==> config.mk <==
export PLATFORM = sky130hd
export DESIGN_NAME = tvl_top
export DESIGN_NICKNAME = d
export VERILOG_FILES = /design/src/tvl_pkg.sv /design/src/tvl_top.sv
export SDC_FILE = /design/constraint.sdc
export NUM_CORES = 1
export LEC_CHECK = 0
export BUFFER_PORTS_ARGS = -buffer_cell sky130_fd_sc_hd__buf_2
export CAP_MARGIN = 20
export CELL_PAD_IN_SITES_DETAIL_PLACEMENT = 1
export CELL_PAD_IN_SITES_GLOBAL_PLACEMENT = 1
export CORE_UTILIZATION = 41
export DETAILED_ROUTE_END_ITERATION = 10
export PLACE_DENSITY = 0.85
export SYNTH_ARGS = -nofsm -noshare
export SYNTH_HDL_FRONTEND = slang
export SYNTH_SLANG_ARGS = --single-unit
==> constraint.sdc <==
create_clock -name core_clk_in -period 5.6 [get_ports core_clk_in]
set_clock_uncertainty 0.15 [all_clocks]
set_input_delay 1.12 -clock core_clk_in [delete_from_list [all_inputs] [get_ports core_clk_in]]
set_output_delay 1.12 -clock core_clk_in [all_outputs]
set_load 0.1 [all_outputs]
==> src/tvl_pkg.sv <==
// Package for the trap and vector logic: offsets, codes, layouts.
`default_nettype none
package tvl_pkg;
    // AXI4-Lite register byte offsets
    localparam logic [7:0] OFS_TRAP_FLAG = 8'h00;
    localparam logic [7:0] OFS_VEC_SEG = 8'h04;
    localparam logic [7:0] OFS_CPU_CTRL = 8'h08;
    localparam logic [7:0] OFS_IRQ_MASK = 8'h0c;
    localparam logic [7:0] OFS_STATUS = 8'h10;
    localparam logic [7:0] OFS_TRAP_DONE = 8'h14;
    // Trap flag bit positions
    localparam int FLG_SR0 = 0;
    localparam int FLG_STACK_OVERFLOW_FLAG = 1;
    localparam int FLG_STACK_UNDERFLOW_FLAG = 2;
    localparam int FLG_SBRK = 3;
    localparam int FLG_SR1 = 4;
    localparam int FLG_MPROT = 5;
    localparam int FLG_UNDOP = 6;
    localparam int FLG_ACCERR = 7;
    localparam int FLG_PRTF = 8;
    localparam int FLG_ILLOP = 9;
    localparam int NUM_TRAPS = 10;
    // Trap numbers
    localparam logic [6:0] TN_SR0 = 7'h02;
    localparam logic [6:0] TN_STACK_OVERFLOW_FLAG = 7'h04;
    localparam logic [6:0] TN_STACK_UNDERFLOW_FLAG = 7'h06;
    localparam logic [6:0] TN_SBRK = 7'h08;
    localparam logic [6:0] TN_CLASS_B = 7'h0a;
    localparam logic [6:0] TN_ERU0 = 7'h68;
    localparam logic [6:0] TN_ERU1 = 7'h69;
    localparam logic [6:0] TN_ERU2 = 7'h6a;
    localparam logic [6:0] TN_ERU3 = 7'h6d;
    localparam logic [6:0] TN_EOP = 7'h6f;
    localparam logic [6:0] TN_RSV_LO = 7'h64;
    localparam logic [6:0] TN_RSV_HI = 7'h67;
    // Reset values
    localparam logic [7:0] RST_VEC_SEG = 8'h00;
    localparam logic [2:0] RST_SPACING = 3'h0;
    localparam logic [15:0] RST_MASK = 16'h0000;
    // Vector spacing codes: 0=4 bytes (default), 1=8, 2=16, 3=32 bytes
    localparam logic [2:0] SPC_SHIFT_BASE = 3'h2;
    // Interrupt-status event bits
    localparam int EV_TRAP = 0;
    localparam int EV_IRQ = 1;
    localparam int NUM_EV = 2;
    // Branch request carried to the CPU core
    typedef struct packed {
        logic valid;
        logic is_trap;
        logic [6:0] trap_num;
        logic [23:0] addr;
    } tvl_branch_t;
endpackage
`default_nettype wire

==> src/tvl_top.sv <==
// Trap flags, vector table addressing and branch requests to the CPU.
`default_nettype none
module tvl_top (
    // Clock and reset
    input wire logic core_clk_in,
    input wire logic rst_in,
    // Trap conditions, one pulse per occurrence, bit order of flags
    input wire logic [9:0] trap_cond_in,
    // Ordinary requests: external 0..3, end of event subchannel
    input wire logic [3:0] ext_req_in,
    input wire logic eop_req_in,
    // CPU handshake: branch taken, service return
    input wire logic cpu_ack_in,
    input wire logic svc_done_in,
    // AXI4-Lite slave
    input wire logic [7:0] s_awaddr_in,
    input wire logic s_awvalid_in,
    output logic s_awready_out,
    input wire logic [31:0] s_wdata_in,
    input wire logic [3:0] s_wstrb_in,
    input wire logic s_wvalid_in,
    output logic s_wready_out,
    output logic [1:0] s_bresp_out,
    output logic s_bvalid_out,
    input wire logic s_bready_in,
    input wire logic [7:0] s_araddr_in,
    input wire logic s_arvalid_in,
    output logic s_arready_out,
    output logic [31:0] s_rdata_out,
    output logic [1:0] s_rresp_out,
    output logic s_rvalid_out,
    input wire logic s_rready_in,
    // Branch request to CPU and interrupt line
    output tvl_pkg::tvl_branch_t branch_out,
    output logic irq_out
);
    typedef enum logic [2:0] {
        TVL_IDLE = 3'b001,
        TVL_TRAP = 3'b010,
        TVL_INTR = 3'b100
    } tvl_state_t;

    tvl_state_t state_ff, nxt_state;
    tvl_pkg::tvl_branch_t br_ff, nxt_br;
    logic [9:0] flag_ff, nxt_flag;
    logic [7:0] seg_ff, nxt_seg;
    logic [2:0] spc_ff, nxt_spc;
    logic [15:0] mask_ff, nxt_mask;
    logic [1:0] ists_ff, nxt_ists;
    logic [1:0] act_pri_ff, nxt_act_pri;
    logic [4:0] pend_ff, nxt_pend;
    logic irq_ff, nxt_irq;
    logic aw_ff, nxt_aw, w_ff, nxt_w, b_ff, nxt_b, r_ff, nxt_r;
    logic [7:0] awa_ff, nxt_awa;
    logic [31:0] wd_ff, nxt_wd, rd_ff, nxt_rd;
    logic [1:0] bresp_ff, nxt_bresp, rresp_ff, nxt_rresp;
    // Ready flags kept in flops so every output leaves a register
    logic awr_ff, wrdy_ff, arr_ff;

    // Vector address: segment base plus number scaled by spacing
    function automatic logic [23:0] vec_addr(input logic [7:0] seg,
        input logic [2:0] spc, input logic [6:0] num);
        logic [15:0] ofs;
        ofs = 16'({9'h000, num} << (tvl_pkg::SPC_SHIFT_BASE + spc[1:0]));
        vec_addr = {seg, ofs};
    endfunction

    // Trap priority: 3 for SR0, 2 for other class A, 1 for class B
    function automatic logic [1:0] trap_pri(input logic [9:0] c);
        if (c[tvl_pkg::FLG_SR0]) trap_pri = 2'h3;
        else if (|c[3:1]) trap_pri = 2'h2;
        else if (|c[9:4]) trap_pri = 2'h1;
        else trap_pri = 2'h0;
    endfunction

    logic [1:0] new_pri;
    logic [6:0] trap_num;
    logic [6:0] irq_num;
    logic wr_go, rd_go;
    logic [9:0] w1c;

    always_comb begin
        new_pri = trap_pri(trap_cond_in);
        // Class A numbers own their vectors; class B shares one
        // class A numbering
        if (trap_cond_in[tvl_pkg::FLG_SR0]) trap_num = tvl_pkg::TN_SR0;
        else if (trap_cond_in[tvl_pkg::FLG_STACK_OVERFLOW_FLAG]) trap_num = tvl_pkg::TN_STACK_OVERFLOW_FLAG;
        else if (trap_cond_in[tvl_pkg::FLG_STACK_UNDERFLOW_FLAG]) trap_num = tvl_pkg::TN_STACK_UNDERFLOW_FLAG;
        else if (trap_cond_in[tvl_pkg::FLG_SBRK]) trap_num = tvl_pkg::TN_SBRK;
        else trap_num = tvl_pkg::TN_CLASS_B;
        // 64..67 never appear in this table
        if (pend_ff[0]) irq_num = tvl_pkg::TN_ERU0;
        else if (pend_ff[1]) irq_num = tvl_pkg::TN_ERU1;
        else if (pend_ff[2]) irq_num = tvl_pkg::TN_ERU2;
        else if (pend_ff[3]) irq_num = tvl_pkg::TN_ERU3;
        else irq_num = tvl_pkg::TN_EOP;
    end

    // Branch sequencer; traps need no enable, so they are non-maskable
    always_comb begin
        nxt_state = state_ff;
        nxt_br = br_ff;
        nxt_act_pri = act_pri_ff;
        nxt_pend = pend_ff | {eop_req_in, ext_req_in};
        if (br_ff.valid && cpu_ack_in) nxt_br.valid = 1'b0;
        if (new_pri != 2'h0 &&
            (state_ff != TVL_TRAP || new_pri > act_pri_ff)) begin
            nxt_state = TVL_TRAP;
            nxt_act_pri = new_pri;
            nxt_br.valid = 1'b1;
            nxt_br.is_trap = 1'b1;
            nxt_br.trap_num = trap_num;
            nxt_br.addr = vec_addr(seg_ff, spc_ff, trap_num);
        end else if (svc_done_in && state_ff != TVL_IDLE) begin
            nxt_state = TVL_IDLE;
            nxt_act_pri = 2'h0;
        // ordinary requests held off during traps
        end else if (state_ff == TVL_IDLE && |pend_ff && !br_ff.valid) begin
            nxt_state = TVL_INTR;
            nxt_br.valid = 1'b1;
            nxt_br.is_trap = 1'b0;
            nxt_br.trap_num = irq_num;
            nxt_br.addr = vec_addr(seg_ff, spc_ff, irq_num);
            nxt_pend = pend_ff & ~(5'h01 << 3'(irq_num == tvl_pkg::TN_ERU0 ? 0
                : irq_num == tvl_pkg::TN_ERU1 ? 1
                : irq_num == tvl_pkg::TN_ERU2 ? 2
                : irq_num == tvl_pkg::TN_ERU3 ? 3 : 4))
                | {eop_req_in, ext_req_in};
        end
    end

    // AXI4-Lite slave: write when address and data both held
    always_comb begin
        nxt_aw = aw_ff;
        nxt_w = w_ff;
        nxt_awa = awa_ff;
        nxt_wd = wd_ff;
        nxt_b = b_ff;
        nxt_bresp = bresp_ff;
        nxt_r = r_ff;
        nxt_rd = rd_ff;
        nxt_rresp = rresp_ff;
        if (s_awvalid_in && !aw_ff && !b_ff) begin
            nxt_aw = 1'b1;
            nxt_awa = s_awaddr_in;
        end
        if (s_wvalid_in && !w_ff && !b_ff) begin
            nxt_w = 1'b1;
            nxt_wd = s_wdata_in;
        end
        wr_go = aw_ff && w_ff && !b_ff;
        if (wr_go) begin
            nxt_aw = 1'b0;
            nxt_w = 1'b0;
            nxt_b = 1'b1;
            nxt_bresp = 2'b00;
            if (awa_ff > tvl_pkg::OFS_TRAP_DONE || awa_ff[1:0] != 2'b00)
                nxt_bresp = 2'b10;
        end
        if (b_ff && s_bready_in) nxt_b = 1'b0;
        rd_go = s_arvalid_in && !r_ff;
        if (rd_go) begin
            nxt_r = 1'b1;
            nxt_rresp = 2'b00;
            unique case (s_araddr_in)
                tvl_pkg::OFS_TRAP_FLAG: nxt_rd = {22'h0, flag_ff};
                tvl_pkg::OFS_VEC_SEG: nxt_rd = {24'h0, seg_ff};
                tvl_pkg::OFS_CPU_CTRL: nxt_rd = {29'h0, spc_ff};
                tvl_pkg::OFS_IRQ_MASK: nxt_rd = {16'h0, mask_ff};
                tvl_pkg::OFS_STATUS: nxt_rd = {27'h0, act_pri_ff, state_ff};
                tvl_pkg::OFS_TRAP_DONE: nxt_rd = {30'h0, ists_ff};
                default: begin
                    nxt_rd = 32'h0000_0000;
                    nxt_rresp = 2'b10;
                end
            endcase
        end
        if (r_ff && s_rready_in) nxt_r = 1'b0;
    end

    // Registers; hardware set wins over software clear
    always_comb begin
        nxt_seg = seg_ff;
        nxt_spc = spc_ff;
        nxt_mask = mask_ff;
        w1c = 10'h000;
        if (wr_go && s_wstrb_in != 4'h0) begin
            unique case (awa_ff)
                tvl_pkg::OFS_TRAP_FLAG: w1c = wd_ff[9:0];
                tvl_pkg::OFS_VEC_SEG: nxt_seg = wd_ff[7:0];
                tvl_pkg::OFS_CPU_CTRL: nxt_spc = wd_ff[2:0];
                tvl_pkg::OFS_IRQ_MASK: nxt_mask = wd_ff[15:0];
                default: ;
            endcase
        end
        nxt_flag = (flag_ff & ~w1c) | trap_cond_in;
        nxt_ists = ists_ff;
        if (wr_go && awa_ff == tvl_pkg::OFS_TRAP_DONE)
            nxt_ists = ists_ff & ~wd_ff[1:0];
        nxt_ists[tvl_pkg::EV_TRAP] = nxt_ists[tvl_pkg::EV_TRAP] | (|trap_cond_in);
        nxt_ists[tvl_pkg::EV_IRQ] = nxt_ists[tvl_pkg::EV_IRQ]
            | (|{eop_req_in, ext_req_in});
        nxt_irq = |(nxt_ists & mask_ff[1:0]);
    end

    always_ff @(posedge core_clk_in) begin
        if (rst_in) begin
            state_ff <= TVL_IDLE;
            br_ff <= '0;
            act_pri_ff <= 2'h0;
            pend_ff <= 5'h00;
            flag_ff <= 10'h000;
            seg_ff <= tvl_pkg::RST_VEC_SEG;
            spc_ff <= tvl_pkg::RST_SPACING;
            mask_ff <= tvl_pkg::RST_MASK;
            ists_ff <= 2'h0;
            irq_ff <= 1'b0;
            awr_ff <= 1'b1;
            wrdy_ff <= 1'b1;
            arr_ff <= 1'b1;
            aw_ff <= 1'b0;
            w_ff <= 1'b0;
            b_ff <= 1'b0;
            r_ff <= 1'b0;
            awa_ff <= 8'h00;
            wd_ff <= 32'h0000_0000;
            rd_ff <= 32'h0000_0000;
            bresp_ff <= 2'b00;
            rresp_ff <= 2'b00;
        end else begin
            state_ff <= nxt_state;
            br_ff <= nxt_br;
            act_pri_ff <= nxt_act_pri;
            pend_ff <= nxt_pend;
            flag_ff <= nxt_flag;
            seg_ff <= nxt_seg;
            spc_ff <= nxt_spc;
            mask_ff <= nxt_mask;
            ists_ff <= nxt_ists;
            irq_ff <= nxt_irq;
            awr_ff <= !nxt_aw && !nxt_b;
            wrdy_ff <= !nxt_w && !nxt_b;
            arr_ff <= !nxt_r;
            aw_ff <= nxt_aw;
            w_ff <= nxt_w;
            b_ff <= nxt_b;
            r_ff <= nxt_r;
            awa_ff <= nxt_awa;
            wd_ff <= nxt_wd;
            rd_ff <= nxt_rd;
            bresp_ff <= nxt_bresp;
            rresp_ff <= nxt_rresp;
        end
    end

    // Outputs straight from flip-flops
    assign s_awready_out = awr_ff;
    assign s_wready_out = wrdy_ff;
    assign s_bvalid_out = b_ff;
    assign s_bresp_out = bresp_ff;
    assign s_arready_out = arr_ff;
    assign s_rvalid_out = r_ff;
    assign s_rdata_out = rd_ff;
    assign s_rresp_out = rresp_ff;
    assign branch_out = br_ff;
    assign irq_out = irq_ff;

    // Trap condition raises its flag next edge
    AST_FLAG_SET: assert property (@(posedge core_clk_in) disable iff (rst_in)
        trap_cond_in[tvl_pkg::FLG_UNDOP] |=> flag_ff[tvl_pkg::FLG_UNDOP])
        else $error("trap flag not set");
    AST_TRAP_BRANCH: assert property (@(posedge core_clk_in) disable iff (rst_in)
        (trap_cond_in != 10'h0 && state_ff == TVL_IDLE) |=>
        (br_ff.valid && br_ff.is_trap && state_ff == TVL_TRAP))
        else $error("trap did not branch");
    AST_NO_INT_IN_TRAP: assert property (@(posedge core_clk_in)
        disable iff (rst_in) (state_ff == TVL_TRAP) |=>
        !(br_ff.valid && !br_ff.is_trap && !$past(br_ff.valid)))
        else $error("interrupt entered during trap");
    AST_CLASS_B_NUM: assert property (@(posedge core_clk_in)
        disable iff (rst_in) (trap_cond_in == 10'h040 && state_ff == TVL_IDLE)
        |=> br_ff.trap_num == tvl_pkg::TN_CLASS_B)
        else $error("class b number wrong");
    AST_SR0_NUM: assert property (@(posedge core_clk_in) disable iff (rst_in)
        (trap_cond_in[0] && state_ff == TVL_IDLE) |=> br_ff.trap_num == 7'h02)
        else $error("class a number wrong");
    AST_NO_RSV: assert property (@(posedge core_clk_in) disable iff (rst_in)
        !(br_ff.valid && br_ff.trap_num >= tvl_pkg::TN_RSV_LO
        && br_ff.trap_num <= tvl_pkg::TN_RSV_HI))
        else $error("reserved vector requested");
    AST_ADDR: assert property (@(posedge core_clk_in) disable iff (rst_in)
        br_ff.valid |-> br_ff.addr == {seg_ff,
        16'({9'h0, br_ff.trap_num} << (2 + spc_ff[1:0]))})
        else $error("vector address wrong");
    AST_PREEMPT: assert property (@(posedge core_clk_in) disable iff (rst_in)
        (state_ff == TVL_TRAP && act_pri_ff == 2'h1 && trap_cond_in[0])
        |=> act_pri_ff == 2'h3)
        else $error("higher trap did not preempt");
endmodule
`default_nettype wire
Word-level counts from Yosys, hierarchy flattened --
Index checks and enable logic that the tools add are counted.
Operators by class: add/sub/neg operators 1, reductions and logical operators 49, multiplexer cells 41, shift-type cells 3, magnitude comparators 2, bitwise operators 12, equal/unequal tests 17
Operators by type and width (number):
- $mux 33 | 3
- $pmux 16 s6 | 1
- $eq 8x4->1 const B | 4
- $shl 7x3->16 | 2
- $eq 7x7->1 const B | 4
- $eq 8x5->1 const B | 3
- $mux 2 | 12
- $mux 3 | 7
- $mux 10 | 2
- $logic_and 1x1->1 | 18
- $eq 8x3->1 const B | 2
- $logic_not 8->1 | 2
- $mux 5 | 3
- $mux 4 | 3
- $reduce_or 6->1 | 2
- $and 10x10->10 | 1
- $mux 1 | 10
- $not 10->10 | 1
- $or 10x10->10 | 1
- $or 5x5->5 | 2
- $reduce_or 10->1 | 1
- $reduce_or 5->1 | 2
- $logic_not 1->1 | 9
- $gt 8x5->1 const B | 1
- other kinds (19) | 29
Word-level totals: logic and storage cells 151, bits in registers 150, input port bits 76

Depth between registers and ports, before layout --
depth after elaboration 16, gate-level depth with buffers 11, depth with buffers taken out 10

Least setup slack after synthesis --
No wires, ideal clock.
kind input port to flip-flop, from in trap_cond_in[5], to reg state_ff[0], stages on the path 10, setup time 0.123 ns, arrival time 3.399 ns, slack 1.928 ns, data required time 5.327 ns, buffers on the path 1, cell sequence or4_1 -> or3_1 -> a21o_1 -> inv_1 -> ha_1 -> a2bb2oi_1 -> o21a_4 -> buf_6 -> a21oi_1 -> or2_2
Between the ends: word-level cells in the longest chain between the ends 8, elaborated cells between the ends (all ways) 10
RTL lines:
- start: declaration | RTL line tvl_top.sv:8 | input wire logic [9:0] trap_cond_in,
- $reduce_or 6->1 * | RTL line tvl_top.sv:72 | else if (|c[9:4]) trap_pri = 2'h1;
- $mux 1 * | RTL line tvl_top.sv:72
- $mux 2 * | RTL line tvl_top.sv:71 | else if (|c[3:1]) trap_pri = 2'h2;
- $mux 2 * | RTL line tvl_top.sv:70 | if (c[tvl_pkg::FLG_SR0]) trap_pri = 2'h3;
- $gt 2x2->1 | RTL line tvl_top.sv:107 | (state_ff != TVL_TRAP || new_pri > act_pri_ff)) begin
- $logic_or 1x1->1 | RTL line tvl_top.sv:107
- $logic_and 1x1->1 * | RTL line tvl_top.sv:106 | if (new_pri != 2'h0 &&
- $reduce_bool 3->1 (no line) or $mux 2 (tied branches)
- end signal: assignment | RTL line tvl_top.sv:231 | state_ff <= nxt_state;
- end: declaration | RTL line tvl_top.sv:43 | tvl_state_t state_ff, nxt_state;
Every way passes the cells marked *; elsewhere a longest branch is shown, timed or not. A chain may end at the register's enable or synchronous reset.

Worst setup path in the final report --
from in trap_cond_in[5], to reg br_ff, in the netlist branch_out[8]
Between the ends: word-level cells in the longest chain between the ends 9, elaborated cells between the ends (all ways) 12
RTL lines:
- $reduce_or 6->1 * | RTL line tvl_top.sv:72
- $mux 1 * | RTL line tvl_top.sv:72
- $mux 2 * | RTL line tvl_top.sv:71
- $mux 2 * | RTL line tvl_top.sv:70
- $gt 2x2->1 | RTL line tvl_top.sv:107
- $logic_or 1x1->1 | RTL line tvl_top.sv:107
- $logic_and 1x1->1 * | RTL line tvl_top.sv:106
- $ne 2x2->1 (no line) or $reduce_bool 2->1 (tied branches)
- $reduce_and 2->1 (no line)
- end signal: assignment | RTL line tvl_top.sv:232 | br_ff <= nxt_br;
- end: declaration | RTL line tvl_top.sv:44 | tvl_pkg::tvl_branch_t br_ff, nxt_br;
Marked as above.

==> metrics.md <==
| Metric | Value |
|---|---|
| Die area | `13900 sq um` |
| Least-Margin Pin Slew | `0.923 ns` |
| Share of cells above drive strength 1 | `21.8%` |
| Detail Route Antenna Nets | `0` |
| Tmin final | `3.69 ns` |
| Achievable Freq | `271 MHz` |
| Syn Inst Count | `634` |
| Largest net degree at the start of global routing | `115` |
| Global-route wire length before repair | `25.7 mm` |
| Skew-Pair Late Insertion Delay | `0.42 ns` |
| Clk sinks | `127` |
| Synth unique cells | `61` |
| Setup TNS | `0 ns` |
| P_int | `1.65 mW` |
| Worst Setup End Kind | `register` |
| Drt drc | `0` |
| Vias in the first global route | `5071` |
| Commonest cells post-synth | `127 x dfxtp_1, 86 x nor2_1, 63 x nand2_1` |
| Crit-path max FO | `25` |
| Share of Yosys cell area claimed by the top area cell type | `46.1%` |
| Chip width | `118 um` |
| Sequential element share of the synthesized area | `46.1%` |
| Final GP Congestion | `0.814` |
| Initial antenna violation count | `0` |
| DRT Wirelength | `15.5 mm` |
| 1st-pass router iterations | `4` |
| Switching Share | `28.8%` |
| Post-CTS sizing | `0` |
| R2R depth | `4` |
| Area of the multi-input gates | `2620 sq um` |
| Synth Register Bits | `127` |
| Clk network pwr share | `44.1%` |
| Half-perimeter wire length after detailed placement | `10.5 mm` |
| Mapped Area | `5510 sq um` |
| Num CTS Buffers | `17` |
| Setup crit start | `trap_cond_in[5]` |
| Avg WL per Cell | `17.0 um` |
| RSZ-0062 raised after global routing | `no` |
| Async S/R FF share, synth | `0%` |
| Hold path cells | `2` |
| N_diodes | `0` |
| Max Buffers Root-to-Sink | `2` |
| Slew HR | `38.5%` |
| Storage element area | `2540 sq um` |
| Root Buffer | `clkbuf_16` |
| Vias | `4921` |
| EDFF count, synth | `0` |
| Peak VDD IR | `0.181 mV` |
| Nets@finish | `804` |
| Setup Fix Bufs, Post-CTS | `0` |
| Most common cell in the netlist | `dfxtp_1` |
| PortBufs | `112` |
| Starting Density | `42.8%` |
| Sw Pwr | `0.667 mW` |
| Power Density | `351 nW/um^2` |
| Synth warnings | `0` |
| IO Count | `151` |
| Area delta synth->final | `19.8%` |
| Final core occ | `51.3%` |
| Placeable Area | `12900 sq um` |
| CTS tree | `yes` |
| Hold path start | `s_rdata_out[9]` |
| Crit start category | `input port` |
| Flop pwr share | `41.9%` |
| WP data arrival | `3.87 ns` |
| Comb power frac | `14.0%` |
| Worst-path clk slew | `0.05 ns` |
| LEAKAGE | `2.95 nW` |
| Dpl cells | `878` |
| H-tree depth | `4` |
| Synth area leader | `dfxtp_1` |
| Leading post-synthesis cells by cell area | `dfxtp_1 46%, mux2i_1 8.0%, nor2_1 5.9%` |
| Max-Cap Viols | `0` |
| Total power | `2.32 mW` |
| Min-delay worst type | `reg -> reg` |
| Run status | `completed` |
| Die height | `118 um` |
| Row count | `41` |
| Prevailing post-synth register cell | `dfxtp_1` |
| Critical Path RT | `5.78 ns` |
| Crit Reg-Reg Startpoint | `state_ff[1]` |
| Avg Synthesized Cell Area | `8.69 sq um` |
| Non-Filler Instances | `909` |
| Filler cell count | `1551` |
| Max Slew Vio Count | `0` |
| Final setup violation count | `0` |
| GR Util All Layers | `23.2%` |
| Final hold slack | `0.301 ns` |
| Hold Buf Count CTS | `0` |
| Grt total ovfl | `0` |
| Tcrit/Tclk final | `65.9%` |
| Vias/cell | `5.41` |
| Iteration-0 DRC Markers | `337` |
| Fin. Hold Viols | `0` |
| Worst Setup Path Type | `in -> reg` |
## layout make-up
cell class	count	share of cell area (%)
inverters	22	1.25
flip-flops and latches	127	38.5
repair buffers	115	9.17
clock inverters	7	0.947
clock buffers	23	7.24
well taps	172	3.26
multi-input cells	443	39.6
## through the flow
| step | cell area (sq um) | setup slack (ns) |
|---|---|---|
| 6_report | 6610 | 1.91 |
| 2_1_floorplan | 5590 | 1.93 |
| 3_5_place_dp | 6040 | 1.50 |
| 4_1_cts | 6580 | 1.93 |
| 5_1_grt | 6610 | 1.81 |
| 3_3_place_gp | 6040 | 1.60 |
## metal layers
layer	up-vias	wire length (um)	track usage, %
li1	2350	-	-
met1	2379	6810	29.0
met2	166	7390	37.5
met3	26	920	6.35
met4	0	347	9.38
met5	-	0	0
## critical path, cell delays in order
cell       delay, ns
buf_2           0.12
or4_1           0.54
or3_1           0.33
a21o_1          0.21
inv_1           0.07
ha_1            0.22
a2bb2oi_1       0.41
o21a_4          0.42
nor2_1          0.12
a211oi_1        0.28
## worst paths after layout
path               endpoint  slack (ns)
max reg2reg   branch_out[4]        2.91
min reg2reg  s_rdata_out[9]        0.30
min          s_rdata_out[9]        0.30
max           branch_out[8]        1.91
## layout by cell type (no fill, tap or decap), types with 4 or more instances in the layout
cell | synthesis | layout
a211oi_1 | 6 | 6
a21oi_1 | 59 | 59
a22oi_1 | 8 | 8
a311oi_1 | 11 | 11
and3_1 | 4 | 4
buf_2 | 2 | 111
clkbuf_16 | 0 | 17
clkinv_2 | 0 | 5
conb_1 | 1 | 22
dfxtp_1 | 127 | 127
inv_1 | 22 | 22
mux2i_1 | 44 | 44
nand2_1 | 63 | 63
nand2b_1 | 12 | 12
nand3_1 | 18 | 18
nor2_1 | 86 | 86
nor2b_1 | 7 | 7
nor3_1 | 12 | 12
o21ai_0 | 21 | 21
o21ai_1 | 5 | 5
or4_1 | 5 | 5
## flip-flops by register name, indices dropped and copies added, names as in the netlist
register	count
pend_ff	5
s_rdata_out	16
s_arready_out	1
s_rresp_out	1
ists_ff	2
wd_ff	16
s_bvalid_out	1
act_pri_ff	2
s_awready_out	1
s_wready_out	1
branch_out	28
s_bresp_out	1
aw_ff	1
s_rvalid_out	1
awa_ff	8
state_ff	3
irq_out	1
w_ff	1
spc_ff	3
mask_ff	16
seg_ff	8
flag_ff	10
## cell families (layout without fill, tap and decap cells)
| family | Yosys count | after routing | synth area share (%) |
|---|---|---|---|
| AO/OA/AOI/OAI | 142 | 142 | 17.2 |
| multiplexers | 46 | 46 | 8.60 |
| buffers and inverters | 85 | 167 | 7.88 |
| other | 1 | 22 | 0.0680 |
| adder cells (fa/ha/maj) | 2 | 2 | 0.454 |
| flip-flops | 127 | 127 | 46.1 |
| XOR/XNOR | 2 | 2 | 0.318 |
| AND/OR/NAND/NOR | 229 | 229 | 19.3 |
## power by group through the flow
stage               logic (mW)  clock network [mW]  registers, mW
floorplan                0.203                   0           1.05
global placement         0.311                   0          0.985
detailed placement       0.319                   0          0.988
CTS                      0.323                1.03          0.969
global route             0.346                1.07          0.974
finish                   0.325                1.02          0.970
(Power assumes the default switching activity.)
